[src/common/pwmioc_consts.svh]
`ifndef PWMIOC_CONSTS_SVH
`define PWMIOC_CONSTS_SVH

// register byte offsets
`define PWMIOC_OFF_OUTCTL 8'h00
`define PWMIOC_OFF_KEY 8'h04
`define PWMIOC_OFF_UNITCTL 8'h08
`define PWMIOC_OFF_STATUS 8'h0c

// output control field positions
`define PWMIOC_CURRENT_LIMIT_SOURCE_SELECT_MSB 29
`define PWMIOC_CURRENT_LIMIT_SOURCE_SELECT_LSB 26
`define PWMIOC_FAULT_SOURCE_SELECT_MSB 24
`define PWMIOC_FAULT_SOURCE_SELECT_LSB 21
`define PWMIOC_FAULT_MODE_SELECT_BIT 16
`define PWMIOC_HIGH_SIDE_PIN_OWNERSHIP_BIT 15
`define PWMIOC_LOW_SIDE_PIN_OWNERSHIP_BIT 14
`define PWMIOC_HIGH_SIDE_POLARITY_BIT 13
`define PWMIOC_POLL_BIT 12
`define PWMIOC_CURRENT_LIMIT_MODE_ENABLE_BIT 8
`define PWMIOC_CLDATH_BIT 5
`define PWMIOC_CLDATL_BIT 4
`define PWMIOC_FLTDATH_BIT 3
`define PWMIOC_FLTDATL_BIT 2

// writable bits of output control, everything else reads zero
`define PWMIOC_OUTCTL_MASK 32'h3de1_f13c
`define PWMIOC_OUTCTL_RESET 32'h0000_0000

// unit control and status bits
`define PWMIOC_UNIT_EN_BIT 0
`define PWMIOC_ST_UNLOCKED_BIT 0
`define PWMIOC_ST_CL_BIT 1
`define PWMIOC_ST_FLT_BIT 2
`define PWMIOC_ST_REJECT_BIT 3

// unlock key pair
`define PWMIOC_KEY_FIRST 16'habcd
`define PWMIOC_KEY_SECOND 16'h4321

`endif

[src/common/pwmioc_pkg.sv]
package pwmioc_pkg;

    // apb request from the master
    typedef struct packed {
        logic psel;
        logic penable;
        logic pwrite;
        logic [7:0] paddr;
        logic [31:0] pwdata;
    } pwmioc_apb_req_type;

    // one output pin: level and drive enable
    typedef struct packed {
        logic o;
        logic oe;
    } pwmioc_pin_type;

    // port logic request for one pin
    typedef struct packed {
        logic o;
        logic oe;
    } pwmioc_gpio_type;

    // key sequence tracking
    typedef enum logic [1:0] {
        KEY_IDLE,
        KEY_FIRST_SEEN,
        KEY_OPEN
    } pwmioc_key_state_type;

endpackage

[src/design/pwmioc_srcsel.sv]
`timescale 1ns/1ns
// picks one of fault pins 1..8, comparators 1..5 or fault pin 15
module pwmioc_srcsel
(
    input wire logic [14:0] fault_pins,
    input wire logic [4:0] comparators,
    input wire logic [3:0] sel,
    output logic selected
);
    // fault pins 9..14 have no code; reserved codes read inactive
    always_comb
    begin
        selected = 1'b0;
        if (sel[3] == 1'b0)
        begin
            selected = fault_pins[sel[2:0]];
        end
        else if (sel == 4'hf)
        begin
            selected = fault_pins[14];
        end
        else if (sel[2:0] <= 3'h4)
        begin
            selected = comparators[sel[2:0]];
        end
        else
        begin
            selected = 1'b0;
        end
    end
endmodule

[src/design/pwmioc_pinmux.sv]
`timescale 1ns/1ns
// one pin: ownership, override and polarity translation
module pwmioc_pinmux
(
    input wire logic own,
    input wire logic pol,
    input wire logic pwm_active,
    input wire logic flt_hit,
    input wire logic flt_data,
    input wire logic cl_hit,
    input wire logic cl_data,
    input wire pwmioc_pkg::pwmioc_gpio_type gpio,
    output pwmioc_pkg::pwmioc_pin_type pin
);
    import pwmioc_pkg::*;

    logic state;

    // fault outranks current limit; data bits mean active/inactive
    always_comb
    begin
        if (flt_hit)
        begin
            state = flt_data;
        end
        else if (cl_hit)
        begin
            state = cl_data;
        end
        else
        begin
            state = pwm_active;
        end
    end

    // polarity 1 means active low
    always_comb
    begin
        if (own)
        begin
            pin.o = state ^ pol;
            pin.oe = 1'b1;
        end
        else
        begin
            pin.o = gpio.o;
            pin.oe = gpio.oe;
        end
    end
endmodule

[src/design/pwmioc_top.sv]
// Function
// - current-limit source codes 0..7 pick fault pins 1..8, 8..12 pick comparators 1..5, 15 picks fault pin 15, 13 and 14 are reserved.
// - with the lock fuse at 0 output control writes need the key sequence, with the fuse at 1 they always land.
// - only the ordered key pair abcd then 4321 in two consecutive key writes unlocks.
// - the output control write must be the very next register access after the key pair or it is refused.
// - with the ownership bits at 0 the pins stay with the port logic; during reset the pin registers load zero and both pins are undriven.
// - override data means active or inactive state and is translated through the polarity bits.
// - current-limit and fault sources are chosen independently among the same 14 inputs.
//
// The implementer's own choices: the address map and the APB slave port.
`timescale 1ns/1ns
`include "pwmioc_consts.svh"
module pwmioc_top
(
    input wire logic clock,
    input wire logic rst,
    input wire pwmioc_pkg::pwmioc_apb_req_type apb_req,
    output logic [31:0] prdata,
    output logic pready,
    output logic pslverr,
    input wire logic output_control_lock_fuse,
    input wire logic [14:0] external_fault_pin,
    input wire logic [4:0] comparator_in,
    input wire logic pwm_high_active,
    input wire logic pwm_low_active,
    input wire pwmioc_pkg::pwmioc_gpio_type gpio_high,
    input wire pwmioc_pkg::pwmioc_gpio_type gpio_low,
    output pwmioc_pkg::pwmioc_pin_type high_side_output_pin,
    output pwmioc_pkg::pwmioc_pin_type low_side_output_pin,
    output logic unit_global_enable,
    output logic current_limit_active,
    output logic fault_active
);
    import pwmioc_pkg::*;

    ////////////////////////////////////////////////////////////////////////
    // declarations

    logic pready_reg;
    logic pready_next;
    logic [31:0] prdata_reg;
    logic [31:0] prdata_next;
    logic pslverr_reg;
    logic pslverr_next;
    logic [31:0] pwm_output_control_x_reg;
    logic unit_enable_reg;
    logic reject_reg;
    logic cl_reg;
    logic flt_reg;
    pwmioc_key_state_type key_state_reg;
    pwmioc_key_state_type key_state_next;
    pwmioc_pin_type high_pin_reg;
    pwmioc_pin_type low_pin_reg;
    pwmioc_pin_type high_pin_next;
    pwmioc_pin_type low_pin_next;
    logic access_done;
    logic wr_done;
    logic hit_outctl;
    logic hit_key;
    logic hit_unitctl;
    logic hit_status;
    logic addr_known;
    logic outctl_allowed;
    logic outctl_write;
    logic outctl_refused;
    logic [3:0] current_limit_source_select;
    logic [3:0] fault_source_select;
    logic current_limit_mode_enable;
    logic fault_mode_select;
    logic high_side_pin_ownership;
    logic low_side_pin_ownership;
    logic high_side_polarity;
    logic low_side_polarity;
    logic cl_selected;
    logic flt_selected;
    logic cl_hit;
    logic flt_hit;
    logic [15:0] key_word;

    ////////////////////////////////////////////////////////////////////////
    // apb decode

    // a transfer completes in the cycle pready is seen high
    assign access_done = apb_req.psel & apb_req.penable & pready_reg;
    assign wr_done = access_done & apb_req.pwrite;
    assign hit_outctl = apb_req.paddr == `PWMIOC_OFF_OUTCTL;
    assign hit_key = apb_req.paddr == `PWMIOC_OFF_KEY;
    assign hit_unitctl = apb_req.paddr == `PWMIOC_OFF_UNITCTL;
    assign hit_status = apb_req.paddr == `PWMIOC_OFF_STATUS;
    assign addr_known = hit_outctl | hit_key | hit_unitctl | hit_status;
    assign key_word = apb_req.pwdata[15:0];

    // fuse at 1 opens the register; fuse at 0 needs a fresh key pair
    assign outctl_allowed = output_control_lock_fuse |
        (key_state_reg == KEY_OPEN);
    assign outctl_write = wr_done & hit_outctl & outctl_allowed;
    assign outctl_refused = wr_done & hit_outctl & ~outctl_allowed;

    ////////////////////////////////////////////////////////////////////////
    // field views of the output control register

    assign current_limit_source_select =
        pwm_output_control_x_reg[`PWMIOC_CURRENT_LIMIT_SOURCE_SELECT_MSB:`PWMIOC_CURRENT_LIMIT_SOURCE_SELECT_LSB];
    assign fault_source_select =
        pwm_output_control_x_reg[`PWMIOC_FAULT_SOURCE_SELECT_MSB:`PWMIOC_FAULT_SOURCE_SELECT_LSB];
    assign current_limit_mode_enable =
        pwm_output_control_x_reg[`PWMIOC_CURRENT_LIMIT_MODE_ENABLE_BIT];
    assign fault_mode_select = pwm_output_control_x_reg[`PWMIOC_FAULT_MODE_SELECT_BIT];
    assign high_side_pin_ownership =
        pwm_output_control_x_reg[`PWMIOC_HIGH_SIDE_PIN_OWNERSHIP_BIT];
    assign low_side_pin_ownership =
        pwm_output_control_x_reg[`PWMIOC_LOW_SIDE_PIN_OWNERSHIP_BIT];
    assign high_side_polarity = pwm_output_control_x_reg[`PWMIOC_HIGH_SIDE_POLARITY_BIT];
    assign low_side_polarity = pwm_output_control_x_reg[`PWMIOC_POLL_BIT];

    ////////////////////////////////////////////////////////////////////////
    // apb handshake: one wait state, answer from registers

    // pready rises in the second access cycle, never twice in a row
    always_comb
    begin
        pready_next = apb_req.psel & apb_req.penable & ~pready_reg;
    end

    // read data and error prepared together with pready
    always_comb
    begin
        prdata_next = 32'h0000_0000;
        pslverr_next = 1'b0;
        if (pready_next)
        begin
            pslverr_next = ~addr_known;
            if (~apb_req.pwrite)
            begin
                if (hit_outctl)
                begin
                    prdata_next = pwm_output_control_x_reg;
                end
                else if (hit_unitctl)
                begin
                    prdata_next[`PWMIOC_UNIT_EN_BIT] = unit_enable_reg;
                end
                else if (hit_status)
                begin
                    prdata_next[`PWMIOC_ST_UNLOCKED_BIT] =
                        key_state_reg == KEY_OPEN;
                    prdata_next[`PWMIOC_ST_CL_BIT] = cl_reg;
                    prdata_next[`PWMIOC_ST_FLT_BIT] = flt_reg;
                    prdata_next[`PWMIOC_ST_REJECT_BIT] = reject_reg;
                end
                else
                begin
                    prdata_next = 32'h0000_0000; // key reads zero
                end
            end
        end
    end

    // handshake flops
    always_ff @(posedge clock)
    begin
        if (rst)
        begin
            pready_reg <= 1'b0;
            prdata_reg <= 32'h0000_0000;
            pslverr_reg <= 1'b0;
        end
        else
        begin
            pready_reg <= pready_next;
            prdata_reg <= prdata_next;
            pslverr_reg <= pslverr_next;
        end
    end

    ////////////////////////////////////////////////////////////////////////
    // key sequence

    // only completed accesses move the tracker; any stray access relocks
    always_comb
    begin
        key_state_next = key_state_reg;
        if (access_done)
        begin
            case (key_state_reg)
                KEY_IDLE:
                begin
                    if (wr_done & hit_key & key_word == `PWMIOC_KEY_FIRST)
                    begin
                        key_state_next = KEY_FIRST_SEEN;
                    end
                end
                KEY_FIRST_SEEN:
                begin
                    if (wr_done & hit_key & key_word == `PWMIOC_KEY_SECOND)
                    begin
                        key_state_next = KEY_OPEN;
                    end
                    else if (wr_done & hit_key &
                        key_word == `PWMIOC_KEY_FIRST)
                    begin
                        key_state_next = KEY_FIRST_SEEN;
                    end
                    else
                    begin
                        key_state_next = KEY_IDLE;
                    end
                end
                KEY_OPEN:
                begin
                    // the window lasts exactly one access of any kind
                    if (wr_done & hit_key & key_word == `PWMIOC_KEY_FIRST)
                    begin
                        key_state_next = KEY_FIRST_SEEN;
                    end
                    else
                    begin
                        key_state_next = KEY_IDLE;
                    end
                end
                default:
                begin
                    key_state_next = KEY_IDLE;
                end
            endcase
        end
    end

    // key tracker flop
    always_ff @(posedge clock)
    begin
        if (rst)
        begin
            key_state_reg <= KEY_IDLE;
        end
        else
        begin
            key_state_reg <= key_state_next;
        end
    end

    ////////////////////////////////////////////////////////////////////////
    // software registers

    // protected output control; refused writes leave it untouched
    always_ff @(posedge clock)
    begin
        if (rst)
        begin
            pwm_output_control_x_reg <= `PWMIOC_OUTCTL_RESET;
        end
        else if (outctl_write)
        begin
            pwm_output_control_x_reg <=
                apb_req.pwdata & `PWMIOC_OUTCTL_MASK;
        end
    end

    // unit enable; pin ownership and source choice are set beforehand
    always_ff @(posedge clock)
    begin
        if (rst)
        begin
            unit_enable_reg <= 1'b0;
        end
        else if (wr_done & hit_unitctl)
        begin
            unit_enable_reg <= apb_req.pwdata[`PWMIOC_UNIT_EN_BIT];
        end
    end

    // sticky refusal flag, write 1 clears, a new refusal wins
    always_ff @(posedge clock)
    begin
        if (rst)
        begin
            reject_reg <= 1'b0;
        end
        else if (outctl_refused)
        begin
            reject_reg <= 1'b1;
        end
        else if (wr_done & hit_status &
            apb_req.pwdata[`PWMIOC_ST_REJECT_BIT])
        begin
            reject_reg <= 1'b0;
        end
    end

    ////////////////////////////////////////////////////////////////////////
    // source selection and pin drive

    // two independent pickers over the same inputs
    pwmioc_srcsel u_cl_sel
    (
        .fault_pins(external_fault_pin),
        .comparators(comparator_in),
        .sel(current_limit_source_select),
        .selected(cl_selected)
    );

    pwmioc_srcsel u_flt_sel
    (
        .fault_pins(external_fault_pin),
        .comparators(comparator_in),
        .sel(fault_source_select),
        .selected(flt_selected)
    );

    // overrides only act while the unit runs
    assign cl_hit = unit_enable_reg & current_limit_mode_enable & cl_selected;
    assign flt_hit = unit_enable_reg & fault_mode_select & flt_selected;

    pwmioc_pinmux u_high
    (
        .own(high_side_pin_ownership),
        .pol(high_side_polarity),
        .pwm_active(pwm_high_active & unit_enable_reg),
        .flt_hit(flt_hit),
        .flt_data(pwm_output_control_x_reg[`PWMIOC_FLTDATH_BIT]),
        .cl_hit(cl_hit),
        .cl_data(pwm_output_control_x_reg[`PWMIOC_CLDATH_BIT]),
        .gpio(gpio_high),
        .pin(high_pin_next)
    );

    pwmioc_pinmux u_low
    (
        .own(low_side_pin_ownership),
        .pol(low_side_polarity),
        .pwm_active(pwm_low_active & unit_enable_reg),
        .flt_hit(flt_hit),
        .flt_data(pwm_output_control_x_reg[`PWMIOC_FLTDATL_BIT]),
        .cl_hit(cl_hit),
        .cl_data(pwm_output_control_x_reg[`PWMIOC_CLDATL_BIT]),
        .gpio(gpio_low),
        .pin(low_pin_next)
    );

    // pins and status registered; costs one cycle of override latency
    always_ff @(posedge clock)
    begin
        if (rst)
        begin
            high_pin_reg <= '0;
            low_pin_reg <= '0;
            cl_reg <= 1'b0;
            flt_reg <= 1'b0;
        end
        else
        begin
            high_pin_reg <= high_pin_next;
            low_pin_reg <= low_pin_next;
            cl_reg <= cl_hit;
            flt_reg <= flt_hit;
        end
    end

    ////////////////////////////////////////////////////////////////////////
    // outputs

    assign prdata = prdata_reg;
    assign pready = pready_reg;
    assign pslverr = pslverr_reg;
    assign high_side_output_pin = high_pin_reg;
    assign low_side_output_pin = low_pin_reg;
    assign unit_global_enable = unit_enable_reg;
    assign current_limit_active = cl_reg;
    assign fault_active = flt_reg;
endmodule

[config.mk]
export PLATFORM = sky130hd
export DESIGN_NAME = pwmioc_top
export DESIGN_NICKNAME = d
export VERILOG_FILES = /design/src/common/pwmioc_pkg.sv /design/src/design/pwmioc_srcsel.sv /design/src/design/pwmioc_pinmux.sv /design/src/design/pwmioc_top.sv
export VERILOG_INCLUDE_DIRS = /design/src /design/src/common
export SDC_FILE = /design/constraint.sdc
export NUM_CORES = 1
export LEC_CHECK = 0
export ABC_AREA = 1
export BUFFER_PORTS_ARGS = -buffer_cell sky130_fd_sc_hd__buf_2
export CAP_MARGIN = 20
export CORE_MARGIN = 2
export CORE_UTILIZATION = 46
export CTS_CLUSTER_DIAMETER = 40
export DETAILED_ROUTE_END_ITERATION = 8
export GPL_TIMING_DRIVEN = 1
export PLACE_DENSITY = 0.81
export SLEW_MARGIN = 20
export SYNTH_ARGS = -nofsm -noshare
export SYNTH_HDL_FRONTEND = slang
export SYNTH_SLANG_ARGS = --single-unit
[constraint.sdc]
create_clock -name clock -period 1.5 [get_ports clock]
set_input_delay 0.15 -clock clock [delete_from_list [all_inputs] [get_ports clock]]
set_output_delay 0.15 -clock clock [all_outputs]
set_load 0.01 [all_outputs]
==> run summary <==
P&R area growth vs syn: 30.35%
First-pass GRT wire length: 9.266 mm
CTS tree: built
1st-iter DRT viols: 122
Worst setup SP type: flop
Vias/cell: 4.755
Placed cell area: 0.002869 mm²
ANT cells: 0
Final Max Slew Viols: 0
H-Tree Depth: 2
Starting Density: 0.4734
Most frequent CP cell: nand2_1
Drt pass-1 iters: 4
CP Cell Sequence: buf_12 > clkinv_8 > a21oi_4 > nor2_2 > nor2_2 > nand2_4 > nand3_4 > nand2_1 > nand3_2 > nand2_1 > nand2_1 > nand3_1 > nand2_1 > inv_1
Number of global-route vias before repair: 2082
Crit-path max FO: 9
P per Cell Area: 805.3 mW/mm²
Post-Synthesis Cells: 314
Synth top area share: 0.4193
Ys async rst share: 0
Cell with the most instances after synthesis: nand2_1
GRT met2 Usage: 0.3536
Cell area after synthesis: 0.002387 mm²
Post-Layout Cell Count: 478
Area of the multi-input gates: 0.001201 mm²
Congestion Overflow GR: 0
Leakage power total: 1.411 nW
Die span in x: 76.04 µm
Clk sink count: 50
WP buf/inv: 3
Most used routing layer: met2
Share of cells above drive strength 1: 0.3750
Final Hold Fails: 0
WP data arrival: 1.72 ns
GR Layer Usage met1: 0.2337
Final setup fails: 1
Post-Route WL: 5.659 mm
Largest net degree at the start of global routing: 37
Setup Skew: 0.01210 ns
Routing usage on met3: 0.04265
Overall Global Routing Usage: 0.1985
Endpoint kind of the worst setup timing path: flop
Hold buffers post-CTS: 0
Mean area per synthesized cell: 7.603 µm²
Setup total negative slack: -0.01504 ns
DP HPWL: 4.397 mm
Total chip power: 2.506 mW
CTS root buf: clkbuf_8
ANT nets after route: 0
Hold Path Stages: 3
HP Class: input pin to flop
Die area: 0.005782 mm²
Max-Cap Viols: 0
Worst setup margin: -0.01504 ns
FMAX: 660.0 MHz
R2r worst-path depth: 14
Placed Cells: 468
Failing checks: negative setup slack
Ys Warns: 0
Slowest cell delay on critical path: 0.35 ns
Post-synth EDFFs: 0
Core ar.: 0.005042 mm²
Clock Path Buffers: 2
Initial antenna violation count: 0
Clk Latency, worst-skew pair: 0.30 ns
Synth top area cells: dfxtp_1, nand2_1, nand3_1
Final worst-path cycle share: 1.010
Vias post-DR: 2273
Final nets: 480
Worst reg2reg setup slack: -0.02 ns
# rows: 26
Status: complete, but fails checks
Top delay family on crit path: simple AND/OR/NAND/NOR gates
CP Data Required Time: 1.71 ns
Gp weighted congestion: 0.8426
Num ports: 113
Reg area: 0.001006 mm²
Unrepaired setup endpoints after global routing: yes
Cts bufs inserted: 5
Sequential area share after synthesis: 0.4193
Critical path class: flop to flop
Worst path slowest cell: dfxtp_2
Minimum clock period: 1.515 ns
Design Area, Final: 0.003112 mm²
Critical path depth in cells: 14
Die height: 76.04 µm
Yosys cell types: 32
Avg WL per Cell: 11.84 µm
Fill cells: 475
DRC viols: 0
Register bit count reported by yosys: 50
Largest register FFs: 20
I/O Buffers: 87
Commonest cells post-synth: nand2_1, dfxtp_1, inv_1
VDD IR max: 0.4538 mV
Main synth FF type: dfxtp_1
Clock slew at the register clock pins of the worst setup and hold paths: 0.09 ns
Synth area leader: dfxtp_1
routing by layer:
metal | vias to the layer above | part of all wire
met5 | - | 0
met4 | 0 | 0.018
met3 | 10 | 0.049
met2 | 71 | 0.52
met1 | 1011 | 0.41
li1 | 1181 | -
worst register-to-register path, stage by stage, from the launching register on:
cell and delay (ns):
dfxtp_2 0.35, buf_12 0.13, clkinv_8 0.07, a21oi_4 0.11, nor2_2 0.05, nor2_2 0.12
nand2_4 0.08, nand3_4 0.09, nand2_1 0.07, nand3_2 0.09, nand2_1 0.06, nand2_1 0.06
nand3_1 0.07, nand2_1 0.06, inv_1 0.03
layout by cell type, fill, tap and decap left out, types with 2 or more instances in the layout:
master    count
nor3b_1       3
a21oi_2      10
clkbuf_8      6
o21ai_2       2
dfxtp_1      46
o22ai_1       2
nand2_1      53
nand3_2       8
nor2_1       30
o21ai_0       9
nand3_4       5
inv_2         2
nor3_1        2
a21oi_1      15
inv_1        37
nand2_2       4
nor4_1        4
nand4_1       7
nand3_1      21
o21ai_1      11
conb_1       12
dfxtp_2       4
buf_2        87
o211ai_1      2
nor2_2        5
buf_12        2
buf_4         8
stage by stage:
step                      setup slack [ns]  hold slack, ns  utilization
after floorplan                     0.1756          0.2658            -
final                             -0.01504         0.04669       0.6171
after global placement          -0.0003022          0.3607       0.5690
after CTS                         0.009640         0.04490       0.5928
after detailed placement          -0.02320          0.3607       0.5690
after global routing              -0.09178         0.06411       0.6171
repair_timing:
action / 4_1_cts / 5_1_grt
buffers inserted: 0 / 3
gates cloned: 0 / 0
endpoints found under the hold margin: 0 / 0
endpoints found under the setup margin: 2 / 4
pin swaps: 0 / 8
gates resized for setup: 3 / 22
power breakdown:
group          internal (mW)  switching, mW
Clock                  0.533          0.408
Combinational         0.0947          0.133
Sequential              1.33        0.00261
Total                   1.96          0.544
kinds of logic after synthesis:
logic type,count (synthesis),share of synthesized area
other cells,1,0.001571
buf+inv,62,0.1347
compound gates,53,0.1347
simple gates,148,0.3097
flops,50,0.4193
final cells by class:
cell class              count  share of cell area
multi-input cells         213              0.3860
flip-flops and latches     50              0.3233
repair buffers             97              0.1721
inverters                  41             0.05428
well taps                  70             0.02815
clock buffers               6             0.02654
clock inverters             1            0.009650
final timing paths:
kind / to / startpoint
setup / recovery: high_side_output_pin[1] / pwm_output_control_x_reg[26]
hold / removal: high_side_output_pin[0] / gpio_high[0]
setup reg to reg: high_side_output_pin[1] / pwm_output_control_x_reg[26]
hold reg to reg: prdata[1] / current_limit_active
No activity file was read; power rests on OpenSTA's default activity.
